[config.mk]
export PLATFORM = sky130hd
export DESIGN_NAME = psr_store_ctrl
export DESIGN_NICKNAME = d
export VERILOG_FILES = /design/src/verilog/psr_pkg.sv /design/src/verilog/psr_ee_port.sv /design/src/verilog/psr_store_ctrl.sv
export VERILOG_INCLUDE_DIRS = /design/src /design/src/verilog
export SDC_FILE = /design/constraint.sdc
export NUM_CORES = 1
export LEC_CHECK = 0
export ABC_AREA = 0
export BUFFER_PORTS_ARGS = -buffer_cell sky130_fd_sc_hd__buf_2
export CORE_MARGIN = 3
export CORE_UTILIZATION = 30
export CTS_BUF_LIST = sky130_fd_sc_hd__clkbuf_16
export CTS_CLUSTER_DIAMETER = 200
export DETAILED_ROUTE_END_ITERATION = 8
export PLACE_DENSITY_LB_ADDON = 0.08
export SYNTH_ARGS = -nofsm -noshare
export SYNTH_HDL_FRONTEND = slang
export SYNTH_SLANG_ARGS = --single-unit
[constraint.sdc]
create_clock -name mclk -period 9.2 [get_ports mclk]
set_input_delay 1.38 -clock mclk [delete_from_list [all_inputs] [get_ports mclk]]
set_output_delay 1.38 -clock mclk [all_outputs]
set_load 0.01 [all_outputs]
[src/verilog/psr_map.svh]
// psr_map.svh: offsets, field positions, reset values and timing counts
// of the preset register store controller.
// assumes a 10 MHz mclk and a 32-bit classic Wishbone register port.
`ifndef PSR_MAP_SVH
`define PSR_MAP_SVH
`define PSR_ADR_CTRL 8'h00
`define PSR_ADR_COUNT 8'h04
`define PSR_ADR_STATUS 8'h08
`define PSR_CTRL_INIT_EN 0
`define PSR_CTRL_BKUP_EN 1
`define PSR_CTRL_INIT_REQ 8
`define PSR_CTRL_BKUP_REQ 9
`define PSR_CTRL_RST 1'b0
`define PSR_COUNT_RST 32'h0000_0000
`define PSR_COUNT_MASK 32'h1FFF_1FFF
`define PSR_N1_LSB 0
`define PSR_N2_LSB 16
`define PSR_EXP_BASE 13'h07D0
`define PSR_EXP_LAST 13'h1F3F
`define PSR_EXP_WORDS 14'h1770
`define PSR_HDR_HALF 17
`define PSR_HDR_WORDS ((`PSR_HDR_HALF + 1) / 2)
`define PSR_MCLK_NS 100
`define PSR_LD_NS_PER_KWORD 7000000
`define PSR_LD_WORD_CYC ((`PSR_LD_NS_PER_KWORD / 1000) / `PSR_MCLK_NS)
`define PSR_BKUP_HOLD_NS 200000000
`define PSR_BKUP_HOLD_CYC (`PSR_BKUP_HOLD_NS / `PSR_MCLK_NS)
`define PSR_BKUP_CHUNK 7'h40
`endif

[src/verilog/psr_pkg.sv]
// psr_pkg: types shared by the preset register store controller files.
// assumes psr_map.svh supplies all numeric constants.
package psr_pkg;
   typedef enum logic [3:0] {
      S_IDLE = 4'h0,
      S_LD_ISSUE = 4'h1,
      S_LD_WAIT = 4'h3,
      S_LD_PACE = 4'h2,
      S_BK_SCAN = 4'h6,
      S_BK_RAM = 4'h7,
      S_BK_ISSUE = 4'h5,
      S_BK_WAIT = 4'h4,
      S_BK_HOLD = 4'hC
   } psr_state_t;
   typedef enum logic [1:0] {
      P_IDLE = 2'h0,
      P_REQ = 2'h1,
      P_REL = 2'h3
   } psr_port_t;
   typedef struct packed {
      logic we;
      logic [13:0] addr;
      logic [15:0] data;
   } psr_ee_cmd_t;
endpackage : psr_pkg

[src/verilog/psr_ee_port.sv]
// psr_ee_port: four-phase word handshake towards the external EEPROM.
// assumes ee_ack and ee_rdata come from another domain and that ee_rdata
// is stable before ee_ack rises and until ee_req falls.
`timescale 1ns/1ps
module psr_ee_port import psr_pkg::*; (
   // clock, reset and enable
   input wire logic mclk,
   input wire logic arst_n,
   input wire logic ce,
   // command from the controller
   input wire logic cmd_valid,
   input wire psr_ee_cmd_t cmd,
   output logic done,
   output logic [15:0] rdata,
   // eeprom pins
   output logic ee_req,
   output logic ee_we,
   output logic [13:0] ee_addr,
   output logic [15:0] ee_wdata,
   input wire logic ee_ack,
   input wire logic [15:0] ee_rdata
);
   psr_port_t st_reg, st_next;
   logic ack_s1_reg, ack_s2_reg;
   logic [15:0] rd_s1_reg, rd_s2_reg;
   logic done_next, req_next;
   logic [15:0] rdata_next;
   psr_ee_cmd_t cmd_reg, cmd_next;

   always_comb begin
      st_next = st_reg;
      done_next = 1'b0;
      req_next = ee_req;
      rdata_next = rdata;
      cmd_next = cmd_reg;
      case (st_reg)
         P_IDLE: begin
            if (cmd_valid) begin
               cmd_next = cmd;
               req_next = 1'b1;
               st_next = P_REQ;
            end
         end
         P_REQ: begin
            if (ack_s2_reg) begin
               rdata_next = rd_s2_reg;
               req_next = 1'b0;
               st_next = P_REL;
            end
         end
         P_REL: begin
            // wait for the ack to fall so the next request cannot alias
            if (!ack_s2_reg) begin
               done_next = 1'b1;
               st_next = P_IDLE;
            end
         end
         default: begin
            req_next = 1'b0;
            st_next = P_IDLE;
         end
      endcase
   end

   always_ff @(posedge mclk or negedge arst_n) begin
      if (!arst_n) begin
         st_reg <= P_IDLE;
         ack_s1_reg <= 1'b0;
         ack_s2_reg <= 1'b0;
         rd_s1_reg <= 16'h0000;
         rd_s2_reg <= 16'h0000;
         done <= 1'b0;
         rdata <= 16'h0000;
         ee_req <= 1'b0;
         cmd_reg <= '0;
      end else if (ce) begin
         st_reg <= st_next;
         ack_s1_reg <= ee_ack;
         ack_s2_reg <= ack_s1_reg;
         rd_s1_reg <= ee_rdata;
         rd_s2_reg <= rd_s1_reg;
         done <= done_next;
         rdata <= rdata_next;
         ee_req <= req_next;
         cmd_reg <= cmd_next;
      end
   end

   assign ee_we = cmd_reg.we;
   assign ee_addr = cmd_reg.addr;
   assign ee_wdata = cmd_reg.data;
endmodule : psr_ee_port

[src/verilog/psr_store_ctrl.sv]
// psr_store_ctrl: moves preset register images between EEPROM and RAM.
// assumes the scan engine, RAM and Wishbone master share mclk; the EEPROM
// answers over a four-phase handshake from its own timing domain.
// Functional notes
// - a program download also writes the preset registers into EEPROM.
// - every power-up copies the EEPROM preset image into RAM first; with count reset to zero, only header words are read.
// - run-time changes to preset registers are replaced at next power-up.
// - expansion registers D2000..D7999 always keep data; never cleared at start.
// - a designated initialize request reloads presets from EEPROM like power-up.
// - the initialize request clears itself once the reload is finished.
// - with no initialize bit designated, only a checksum error causes a run-time reload.
// - a designated backup request writes RAM presets into EEPROM, then clears.
// - after a backup, the next power-up loads the newly written values.
// - with no backup bit designated, only a program download performs a backup.
// - range busy flag stays high while that range is written to EEPROM.
// - a program checksum error reloads presets from EEPROM like power-up.
// - reload stretches the scan, about 7 ms per 1000 words read.
// - words read per reload are 8.5 plus the number of preset registers; the code reads 9 header words.
// - backup spreads over scans, each stretched by about 200 ms.
// - expansion register operands take somewhat longer than ordinary ones.
//
// The Wishbone slave port and the placing of the registers were chosen for this implementation.
`timescale 1ns/1ps
`include "psr_map.svh"
module psr_store_ctrl import psr_pkg::*; #(
   parameter int unsigned BKUP_HOLD_CYC = `PSR_BKUP_HOLD_CYC
) (
   // clock, reset, enable
   input wire logic mclk,
   input wire logic arst_n,
   input wire logic ce,
   // wishbone slave
   input wire logic wb_cyc,
   input wire logic wb_stb,
   input wire logic wb_we,
   input wire logic [7:0] wb_adr,
   input wire logic [3:0] wb_sel,
   input wire logic [31:0] wb_dat_w,
   output logic [31:0] wb_dat_r,
   output logic wb_ack,
   // scan engine
   input wire logic scan_start,
   input wire logic prog_download,
   input wire logic chk_err,
   output logic scan_hold,
   output logic range1_write_busy_flag,
   output logic range2_write_busy_flag,
   // working ram
   output logic ram_we,
   output logic ram_re,
   output logic [12:0] ram_addr,
   output logic [15:0] ram_wdata,
   input wire logic [15:0] ram_rdata,
   // eeprom
   output logic ee_req,
   output logic ee_we,
   output logic [13:0] ee_addr,
   output logic [15:0] ee_wdata,
   input wire logic ee_ack,
   input wire logic [15:0] ee_rdata
);
   localparam logic [13:0] HDR = 14'(`PSR_HDR_WORDS);
   localparam logic [6:0] PACE_LAST = 7'(`PSR_LD_WORD_CYC - 1);
   localparam logic [20:0] HOLD_LAST = 21'(BKUP_HOLD_CYC - 1);

   psr_state_t state_reg, state_next;
   logic [13:0] idx_reg, idx_next;
   logic [6:0] pace_reg, pace_next;
   logic [20:0] hold_reg, hold_next;
   logic [6:0] chunk_reg, chunk_next;
   logic lat_reg, lat_next;
   logic pend_ld_reg, pend_ld_next;
   logic pend_dl_reg, pend_dl_next;
   logic scan_hold_next, r1_next, r2_next;
   logic ram_we_next, ram_re_next;
   logic [12:0] ram_addr_next;
   logic [15:0] ram_wdata_next;
   logic cmd_valid_reg, cmd_valid_next;
   psr_ee_cmd_t cmd_reg, cmd_next;
   logic ee_done;
   logic [15:0] ee_rd;
   logic ld_done, bk_done, ld_act, bk_act;
   logic [13:0] tot, ld_last;

   logic init_en_reg, init_en_next;
   logic bk_en_reg, bk_en_next;
   logic init_req_reg, init_req_next;
   logic bk_req_reg, bk_req_next;
   logic [31:0] count_reg, count_next;
   logic ack_next;
   logic [31:0] dat_next;
   logic [12:0] n1;

   // preset words beyond the expansion space are never moved
   function automatic logic [13:0] tot_fn(input logic [12:0] a, input logic [12:0] b);
      logic [13:0] s;
      s = {1'b0, a} + {1'b0, b};
      return (s > `PSR_EXP_WORDS) ? `PSR_EXP_WORDS : s;
   endfunction : tot_fn

   function automatic logic [12:0] ram_at(input logic [13:0] word);
      return `PSR_EXP_BASE + word[12:0];
   endfunction : ram_at

   function automatic logic [31:0] merge(input logic [31:0] old, input logic [31:0] nw,
                                         input logic [3:0] sel);
      logic [31:0] r;
      r = old;
      for (int i = 0; i < 4; i++) begin
         if (sel[i]) begin
            r[i*8 +: 8] = nw[i*8 +: 8];
         end
      end
      return r;
   endfunction : merge

   assign n1 = count_reg[`PSR_N1_LSB +: 13];
   assign tot = tot_fn(n1, count_reg[`PSR_N2_LSB +: 13]);
   assign ld_last = HDR + tot - 14'h0001;
   assign ld_act = state_reg inside {S_LD_ISSUE, S_LD_WAIT, S_LD_PACE};
   assign bk_act = state_reg inside {S_BK_SCAN, S_BK_RAM, S_BK_ISSUE, S_BK_WAIT, S_BK_HOLD};

   psr_ee_port u_port (
      .mclk(mclk),
      .arst_n(arst_n),
      .ce(ce),
      .cmd_valid(cmd_valid_reg),
      .cmd(cmd_reg),
      .done(ee_done),
      .rdata(ee_rd),
      .ee_req(ee_req),
      .ee_we(ee_we),
      .ee_addr(ee_addr),
      .ee_wdata(ee_wdata),
      .ee_ack(ee_ack),
      .ee_rdata(ee_rdata)
   );

   // one engine serves both directions, so the eeprom never sees both
   always_comb begin
      state_next = state_reg;
      idx_next = idx_reg;
      pace_next = pace_reg;
      hold_next = hold_reg;
      chunk_next = chunk_reg;
      lat_next = lat_reg;
      pend_ld_next = pend_ld_reg;
      pend_dl_next = pend_dl_reg;
      scan_hold_next = scan_hold;
      r1_next = range1_write_busy_flag;
      r2_next = range2_write_busy_flag;
      ram_we_next = 1'b0;
      ram_re_next = 1'b0;
      ram_addr_next = ram_addr;
      ram_wdata_next = ram_wdata;
      cmd_valid_next = 1'b0;
      cmd_next = cmd_reg;
      ld_done = 1'b0;
      bk_done = 1'b0;
      if (bk_act && scan_hold && hold_reg != 21'h000000) begin
         hold_next = hold_reg - 21'h000001;
      end
      case (state_reg)
         S_IDLE: begin
            if (pend_ld_reg || init_req_reg) begin
               pend_ld_next = 1'b0;
               idx_next = 14'h0000;
               scan_hold_next = 1'b1;
               state_next = S_LD_ISSUE;
            end else if (pend_dl_reg || bk_req_reg) begin
               pend_dl_next = 1'b0;
               idx_next = 14'h0000;
               state_next = S_BK_SCAN;
            end
         end
         S_LD_ISSUE: begin
            cmd_valid_next = 1'b1;
            cmd_next = '{we: 1'b0, addr: idx_reg, data: 16'h0000};
            state_next = S_LD_WAIT;
         end
         S_LD_WAIT: begin
            if (ee_done) begin
               // header words are read but only preset words reach ram
               if (idx_reg >= HDR) begin
                  ram_we_next = 1'b1;
                  ram_addr_next = ram_at(idx_reg - HDR);
                  ram_wdata_next = ee_rd;
               end
               pace_next = PACE_LAST;
               state_next = S_LD_PACE;
            end
         end
         S_LD_PACE: begin
            if (pace_reg != 7'h00) begin
               pace_next = pace_reg - 7'h01;
            end else if (idx_reg == ld_last) begin
               ld_done = 1'b1;
               scan_hold_next = 1'b0;
               state_next = S_IDLE;
            end else begin
               idx_next = idx_reg + 14'h0001;
               state_next = S_LD_ISSUE;
            end
         end
         S_BK_SCAN: begin
            if (tot == 14'h0000) begin
               bk_done = 1'b1;
               state_next = S_IDLE;
            end else if (scan_start) begin
               scan_hold_next = 1'b1;
               hold_next = HOLD_LAST;
               chunk_next = 7'h00;
               state_next = S_BK_RAM;
            end
         end
         S_BK_RAM: begin
            ram_re_next = 1'b1;
            ram_addr_next = ram_at(idx_reg);
            lat_next = 1'b0;
            r1_next = (idx_reg < {1'b0, n1});
            r2_next = !(idx_reg < {1'b0, n1});
            state_next = S_BK_ISSUE;
         end
         S_BK_ISSUE: begin
            // expansion ram answers a cycle later than ordinary registers
            if (!lat_reg) begin
               lat_next = 1'b1;
            end else begin
               cmd_valid_next = 1'b1;
               cmd_next = '{we: 1'b1, addr: HDR + idx_reg, data: ram_rdata};
               state_next = S_BK_WAIT;
            end
         end
         S_BK_WAIT: begin
            if (ee_done) begin
               idx_next = idx_reg + 14'h0001;
               chunk_next = chunk_reg + 7'h01;
               if (idx_reg + 14'h0001 == {1'b0, n1}) begin
                  r1_next = 1'b0;
               end
               if (idx_reg + 14'h0001 == tot) begin
                  r1_next = 1'b0;
                  r2_next = 1'b0;
                  state_next = S_BK_HOLD;
               end else if (chunk_reg == `PSR_BKUP_CHUNK - 7'h01) begin
                  state_next = S_BK_HOLD;
               end else begin
                  state_next = S_BK_RAM;
               end
            end
         end
         S_BK_HOLD: begin
            if (hold_reg == 21'h000000) begin
               scan_hold_next = 1'b0;
               if (idx_reg == tot) begin
                  bk_done = 1'b1;
                  state_next = S_IDLE;
               end else begin
                  state_next = S_BK_SCAN;
               end
            end
         end
         default: begin
            scan_hold_next = 1'b0;
            r1_next = 1'b0;
            r2_next = 1'b0;
            state_next = S_IDLE;
         end
      endcase
      // late events win over the clear made when a job starts
      if (chk_err) begin
         pend_ld_next = 1'b1;
      end
      if (prog_download) begin
         pend_dl_next = 1'b1;
      end
   end

   always_ff @(posedge mclk or negedge arst_n) begin
      if (!arst_n) begin
         state_reg <= S_IDLE;
         idx_reg <= 14'h0000;
         pace_reg <= 7'h00;
         hold_reg <= 21'h000000;
         chunk_reg <= 7'h00;
         lat_reg <= 1'b0;
         pend_ld_reg <= 1'b1;
         pend_dl_reg <= 1'b0;
         scan_hold <= 1'b0;
         range1_write_busy_flag <= 1'b0;
         range2_write_busy_flag <= 1'b0;
         ram_we <= 1'b0;
         ram_re <= 1'b0;
         ram_addr <= 13'h0000;
         ram_wdata <= 16'h0000;
         cmd_valid_reg <= 1'b0;
         cmd_reg <= '0;
      end else if (ce) begin
         state_reg <= state_next;
         idx_reg <= idx_next;
         pace_reg <= pace_next;
         hold_reg <= hold_next;
         chunk_reg <= chunk_next;
         lat_reg <= lat_next;
         pend_ld_reg <= pend_ld_next;
         pend_dl_reg <= pend_dl_next;
         scan_hold <= scan_hold_next;
         range1_write_busy_flag <= r1_next;
         range2_write_busy_flag <= r2_next;
         ram_we <= ram_we_next;
         ram_re <= ram_re_next;
         ram_addr <= ram_addr_next;
         ram_wdata <= ram_wdata_next;
         cmd_valid_reg <= cmd_valid_next;
         cmd_reg <= cmd_next;
      end
   end

   // register port: ack one cycle after the strobe, unmapped reads give zero
   always_comb begin
      logic wr;
      wr = wb_cyc && wb_stb && wb_we && !wb_ack;
      ack_next = wb_cyc && wb_stb && !wb_ack;
      dat_next = wb_dat_r;
      init_en_next = init_en_reg;
      bk_en_next = bk_en_reg;
      init_req_next = init_req_reg;
      bk_req_next = bk_req_reg;
      count_next = count_reg;
      if (ld_done) begin
         init_req_next = 1'b0;
      end
      if (bk_done) begin
         bk_req_next = 1'b0;
      end
      if (wr && wb_adr == `PSR_ADR_CTRL) begin
         if (wb_sel[0]) begin
            init_en_next = wb_dat_w[`PSR_CTRL_INIT_EN];
            bk_en_next = wb_dat_w[`PSR_CTRL_BKUP_EN];
         end
         if (wb_sel[1] && wb_dat_w[`PSR_CTRL_INIT_REQ]) begin
            init_req_next = 1'b1;
         end
         if (wb_sel[1] && wb_dat_w[`PSR_CTRL_BKUP_REQ]) begin
            bk_req_next = 1'b1;
         end
      end
      if (wr && wb_adr == `PSR_ADR_COUNT) begin
         count_next = merge(count_reg, wb_dat_w, wb_sel) & `PSR_COUNT_MASK;
      end
      // an undesignated request bit cannot hold a request
      init_req_next = init_req_next && init_en_next;
      bk_req_next = bk_req_next && bk_en_next;
      if (ack_next) begin
         case (wb_adr)
            `PSR_ADR_CTRL: dat_next = {22'h000000, bk_req_reg, init_req_reg,
                                       6'h00, bk_en_reg, init_en_reg};
            `PSR_ADR_COUNT: dat_next = count_reg;
            `PSR_ADR_STATUS: dat_next = {20'h00000, state_reg, 3'h0, bk_act, ld_act,
                                         scan_hold, range2_write_busy_flag,
                                         range1_write_busy_flag};
            default: dat_next = 32'h0000_0000;
         endcase
      end
   end

   always_ff @(posedge mclk or negedge arst_n) begin
      if (!arst_n) begin
         init_en_reg <= `PSR_CTRL_RST;
         bk_en_reg <= `PSR_CTRL_RST;
         init_req_reg <= 1'b0;
         bk_req_reg <= 1'b0;
         count_reg <= `PSR_COUNT_RST;
         wb_ack <= 1'b0;
         wb_dat_r <= 32'h0000_0000;
      end else if (ce) begin
         init_en_reg <= init_en_next;
         bk_en_reg <= bk_en_next;
         init_req_reg <= init_req_next;
         bk_req_reg <= bk_req_next;
         count_reg <= count_next;
         wb_ack <= ack_next;
         wb_dat_r <= dat_next;
      end
   end
endmodule : psr_store_ctrl
# --- After elaboration in Yosys (flattened, before gate mapping) ---
# Index checks and enable logic that the tools add are counted.
totals:
  out_inout_bits: 99
  reg_bits: 270
  elab_cells: 245
op_classes:
  n_addsub: 11
  n_bitwise: 3
  n_mux: 92
  order_cmp: 3
  reduce_logical: 59
  eq_ne: 37
op_table:
  columns: ["cell", "count"]
  rows:
  - ["case mux 29 bit (3 select lines)", 1]
  - ["two-way mux 14 bit", 6]
  - ["two-way mux 21 bit", 4]
  - ["case mux 31 bit (2 select lines)", 1]
  - ["two-way mux 1 bit", 44]
  - ["two-way mux 4 bit", 11]
  - ["equality test 14 bit", 3]
  - ["case mux 14 bit (3 select lines)", 1]
  - ["case mux 4 bit (9 select lines)", 1]
  - ["two-way mux 7 bit", 5]
  - ["AND reduction 4 bit", 8]
  - ["two-way mux 31 bit", 1]
  - ["adder 4 x 14 -> 14 bit, first input constant", 2]
  - ["case mux 7 bit (2 select lines)", 2]
  - ["adder 11 x 13 -> 13 bit, first input constant", 2]
  - ["two-way mux 13 bit", 2]
  - ["case mux 13 bit (2 select lines)", 1]
  - ["AND reduction 3 bit", 8]
  - ["logical NOT 21 bit", 1]
  - ["nonzero test 21 bit", 1]
  - ["subtractor 21 x 1 -> 21 bit, second input constant", 1]
  - ["!= test 2 bit, second input constant", 9]
  - ["nonzero test 2 bit", 9]
  - ["equality test 4 x 3 -> 1 bit, second input constant", 4]
  - ["45 further kinds", 77]

# --- Depth between registers and ports, before layout ---
depth:
  depth_word: 13
  depth_mapped: 23
  mapped_depth_nobuf: 21

# --- Modules after synthesis ---
# From an unflattened synthesis, not the netlist that was laid out.
unflattened:
  hier_cells: 1370
  area_unflattened_um2: 14401.3
by_module_without_submodules:
  columns: ["module", "area_each_um2", "seq_area_each_um2", "instances", "cells_each"]
  rows:
  - ["psr_store_ctrl", 11028.1, 4480.5, 1, 1181]
  - ["psr_ee_port", 3373.2, 2127.0, 1, 189]

# --- Worst setup path after synthesis ---
# Ideal clock, no wire load.
synth_path:
  path_kind: "reg-to-reg"
  start: "register count_reg[0]"
  end: "register idx_reg[12]"
  synth_period_minus_slack_ps: 5390
  required_time_ps: 9062
  path_stages_with_launch: 23
  n_path_buf: 1
  arrival_time_ps: 5252
  setup_slack_ps: 3810
  cell_sequence: "dfrtp_1 -> ha_1 -> inv_1 -> fa_1 -> and2b_1 -> o22ai_1 -> xnor2_1 -> nand3_1 -> a2111oi_2 -> a211o_1 -> nand2_1 -> nand2b_1 -> ha_1 -> nand3_1 -> or4_1 -> xor2_1 -> o32ai_1 -> or4_1 -> a311oi_2 -> nand4_2 -> o211ai_2 -> buf_6 -> o22ai_1"
synth_between:
  elab_chain_len: 8
synth_lines:
  columns: ["element", "line", "text"]
  rows:
  - ["from (decl)", "psr_store_ctrl.sv:89", "logic [31:0] count_reg, count_next;"]
  - ["from (signal assigned)", "psr_store_ctrl.sv:373", "count_reg <= `PSR_COUNT_RST;"]
  - ["from (signal assigned)", "psr_store_ctrl.sv:381", "count_reg <= count_next;"]
  - ["adder 13 x 13 -> 14 bit *", "psr_store_ctrl.sv:97", "s = {1'b0, a} + {1'b0, b};"]
  - ["> comparator 14 x 13 -> 1 bit (no source line)", null, null]
  - ["two-way mux 14 bit *", "psr_store_ctrl.sv:98", "return (s > `PSR_EXP_WORDS) ? `PSR_EXP_WORDS : s;"]
  - ["adder 4 x 14 -> 14 bit *", "psr_store_ctrl.sv:119", "assign ld_last = HDR + tot - 14'h0001;"]
  - ["subtractor 14 x 1 -> 14 bit *", "psr_store_ctrl.sv:119", null]
  - ["equality test 14 bit *", "psr_store_ctrl.sv:196", "end else if (idx_reg == ld_last) begin"]
  - ["!= test 2 bit (no source line) *", null, null]
  - ["AND reduction 6 bit (no source line) *", null, null]
  - ["to (signal assigned)", "psr_store_ctrl.sv:300", "idx_reg <= idx_next;"]
  - ["to (decl)", "psr_store_ctrl.sv:67", "logic [13:0] idx_reg, idx_next;"]
# Every way passes the cells marked *; elsewhere a longest branch is shown, timed or not.
# A chain may end at the register's enable or synchronous reset.

# --- Final worst setup path ---
layout_path:
  start: "register count_reg[0]"
  end: "register idx_reg[13]"
# The elaborated chain is that of the path after synthesis.

==> impl_results.md <==
- Vias per Instance: 5.18
- Compound-Gate Fraction of Synth Area: 15.2%
- Largest family of logic cells by synthesized area: compound AO/OA/AOI/OAI gates
- Critical Path Max Stage Delay: 0.79 ns
- FF+latch area: between 0.006 and 0.007 mm^2
- CTS buffer count: 34
- Clock buffer depth: 3
- Worst path bufs/invs: 1
- Ranking of synthesized cells by area: dfrtp_1, mux2_2, xnor2_1, nand2_1, ha_1
- Setup Buffers After CTS: 0
- PD cells: 246 mW/mm^2
- Gate power share: 28.2%
- LEAKAGE: just under 0.008 uW
- Sum of negative setup slack: 0 ns
- Minimum clock period: 7.24 ns
- CTS H-Tree Depth: 2
- I/O pins: approximately 190
- Initial antenna violation count: 1
- Row count: 79
- Cts repair resizes: 0
- Gpl congestion: 0.902
- CP Capture Type: flop
- Largest register FFs: 31
- Peak supply drop: 0.119 mV
- Final WL: about 43 mm
- # fillers: 4838
- Crit Path Max Fanout: 13
- Area of the multi-input gates: 0.00724 mm^2
- CTS tree: yes
- Synth-to-layout area growth: 17.8%
- Layout cells sized above 1: 25.1%
- Crit path kind: reg2reg
- Critical Path Source Type: flop
- Overflow after GRT: 0
- Post-DRT Antenna Nets: 0
- Total power: just over 4000 uW
- Initial DRC Count: 641
- Final HPWL DP: 31.1 mm
- # DRC: 0
- Status: finished clean
- Top FF cell, synth: dfrtp_1
- Synth Area in Adders: 3.45%
- DR WL/cell: 19.9 um
- Most numerous cell in the Yosys netlist: dfrtp_1
- CP max stage cell: a2111oi_2
- Worst skew pair latency: 0.55 ns
- Data required, critical path: 9.58 ns
- Part of the power in the clock network: between 30% and 40%
- Largest net degree at the start of global routing: 108
- Seq/Total Area, Yosys: between 40% and 50%
- Crit path max-delay family: compound AO/OA/AOI/OAI gates
- Fmax: 138 MHz
- I/O Buffers: 172
- Core area: ~0.047 mm^2
- CP arrival: 7.61 ns
- RSZ-0062 raised after global routing: no
- Post-synth EDFFs: 0
- Commonest cells post-synth: dfrtp_1, nand2_1, mux2_2, nor2_1, o21ai_0
- Vias in the first global route: 11291
- Final Net Count: between 1500 and 2000
- Clk slew on worst S/H paths: 0.06 ns
- Avg Inst Size Synth: 10.2 um^2
- Area share of the largest cell type after synthesis: 45.9%
- Dominant cell type by area after synthesis: dfrtp_1
- P_sw: between 1000 and 1500 uW
- HP Class: reg2reg
- #FFs+latches synth: 264
- Part of the power in registers: 40.6%
- Ys async rst share: 100%
- Die extent in y: 225 um
- Netlist cell types: 87
- Fin crit share: approximately four fifths
- Cell Chain, Critical Path: ha_1 -> inv_1 -> fa_1 -> and2b_1 -> o22ai_1 -> xnor2_1 -> nand3_1 -> a2111oi_2 -> a211o_1 -> nand2_1 -> nand2b_1 -> ha_1 -> nand3_1 -> or4_1 -> xor2_1 -> o32ai_1 -> or4_1 -> a311oi_2 -> nand4_2 -> o211ai_2 -> o22ai_1
- GRT Total Usage: 17.2%
- P_int: around 2700 uW
- Die W: ~220 um
- Skew final: 0.0293 ns
- Post-Synth XOR/XNOR Area: 6.09%
- Slew HR: 30.1%
- Full die area: 0.0505 mm^2
- Drt pass-1 iters: 5
- Mux cell area share after synthesis: 10.9%
- CTS sink cnt: between 200 and 300
- Sw Ratio: between 30% and 40%
- Final hold viol count: 0
- Max-slew violations: 0
- Max-cap viol count: 0
- Final setup fails: 0
- First-pass GRT wire length: 68.3 mm
- Synth Cell Area: 0.0143 mm^2
- Hold buffers post-CTS: 0
- Initial Util: 30.6%
- Vias after detailed routing: 11320
- Root buf cell: clkbuf_16
- Simple-Gate Fraction of Synth Area: approximately 15%
- Synthesis Warnings: 0
- Post-Synthesis Cells: 1401
- Worst slew pin tran: 1.05 ns
## path summary, 6_finish.rpt
check | startpoint | endpoint | slack (ns) | cells past startpoint
setup / recovery | count_reg[0] | idx_reg[13] | 1.96 | 21
hold / removal | cmd_reg[18] | cmd_reg[18] | 0.47 | 2
setup reg to reg | count_reg[0] | idx_reg[13] | 1.96 | 21
hold reg to reg | cmd_reg[18] | cmd_reg[18] | 0.47 | 2
max in group asynchronous | arst_n | state_reg[0] | 6.41 | 3
min in group asynchronous | arst_n | ram_addr[7] | 0.90 | 1
## cell type report
type | count | area share (%)
Inverter | 44 | 0.977
Tap cell | 607 | 4.49
Multi-Input combinational cell | 1019 | 42.8
Antenna cell | 1 | 0.0148
Clock inverter | 25 | 1.44
Sequential cell | 264 | 39.1
Timing Repair Buffer | 193 | 6.09
Clock buffer | 34 | 5.04
## logic make-up (layout without fill, tap and decap cells)
kind of cell | after synthesis | after routing
AND/OR/NAND/NOR | 427 | 427
AO/OA/AOI/OAI | 309 | 309
flip-flops | 264 | 264
multiplexers | 140 | 140
buffers and inverters | 123 | 296
XOR/XNOR | 98 | 98
adder cells (fa/ha/maj) | 39 | 39
other | 1 | 7
## power by group through the flow
stage,Combinational [uW],Sequential [uW],Clock [uW]
after floorplan,815,1640,0
after global placement,1170,1700,0
after detailed placement,1180,1710,0
after CTS,1190,1690,1340
after global routing,1310,1730,1390
final,1170,1690,1290
## stage by stage
stage / std cells / util (%) / setup slack (ns) / hold WS [ns] / instance area (um^2)
6_report: 2187 / 36.1 / 1.96 / 0.474 / 16900
2_1_floorplan: 1406 / - / 3.81 / 0.444 / 14400
4_1_cts: 2186 / 36.1 / 2.07 / 0.477 / 16900
5_1_grt: 2186 / 36.1 / 1.63 / 0.503 / 16900
3_3_place_gp: 2127 / 33.7 / 2.24 / 0.454 / 15800
3_5_place_dp: 2127 / 33.7 / 2.08 / 0.464 / 15800
## tightest hold or removal path: cells and delay by family (launching register included)
family / cells / cell delay (ns)
AND/OR/NAND/NOR: 1 / 0.05
flip-flops: 1 / 0.33
AO/OA/AOI/OAI: 1 / 0.06
## routing by layer
layer  global-route usage, %  wire, um
met5                       0         0
met4                    5.66      1060
met1                    25.5     21300
met2                    24.8     18300
met3                    3.67      2790
## cell usage in the layout (no fill, tap or decap), types with 34 or more instances in the layout
master	count
inv_1	48
xnor2_1	69
nand3_1	36
dfrtp_1	263
nor2_1	85
a22o_1	34
clkbuf_16	34
o21ai_0	71
a21oi_1	58
nand2_1	146
ha_1	38
mux2_2	130
buf_2	171
(Power assumes the default switching activity.)
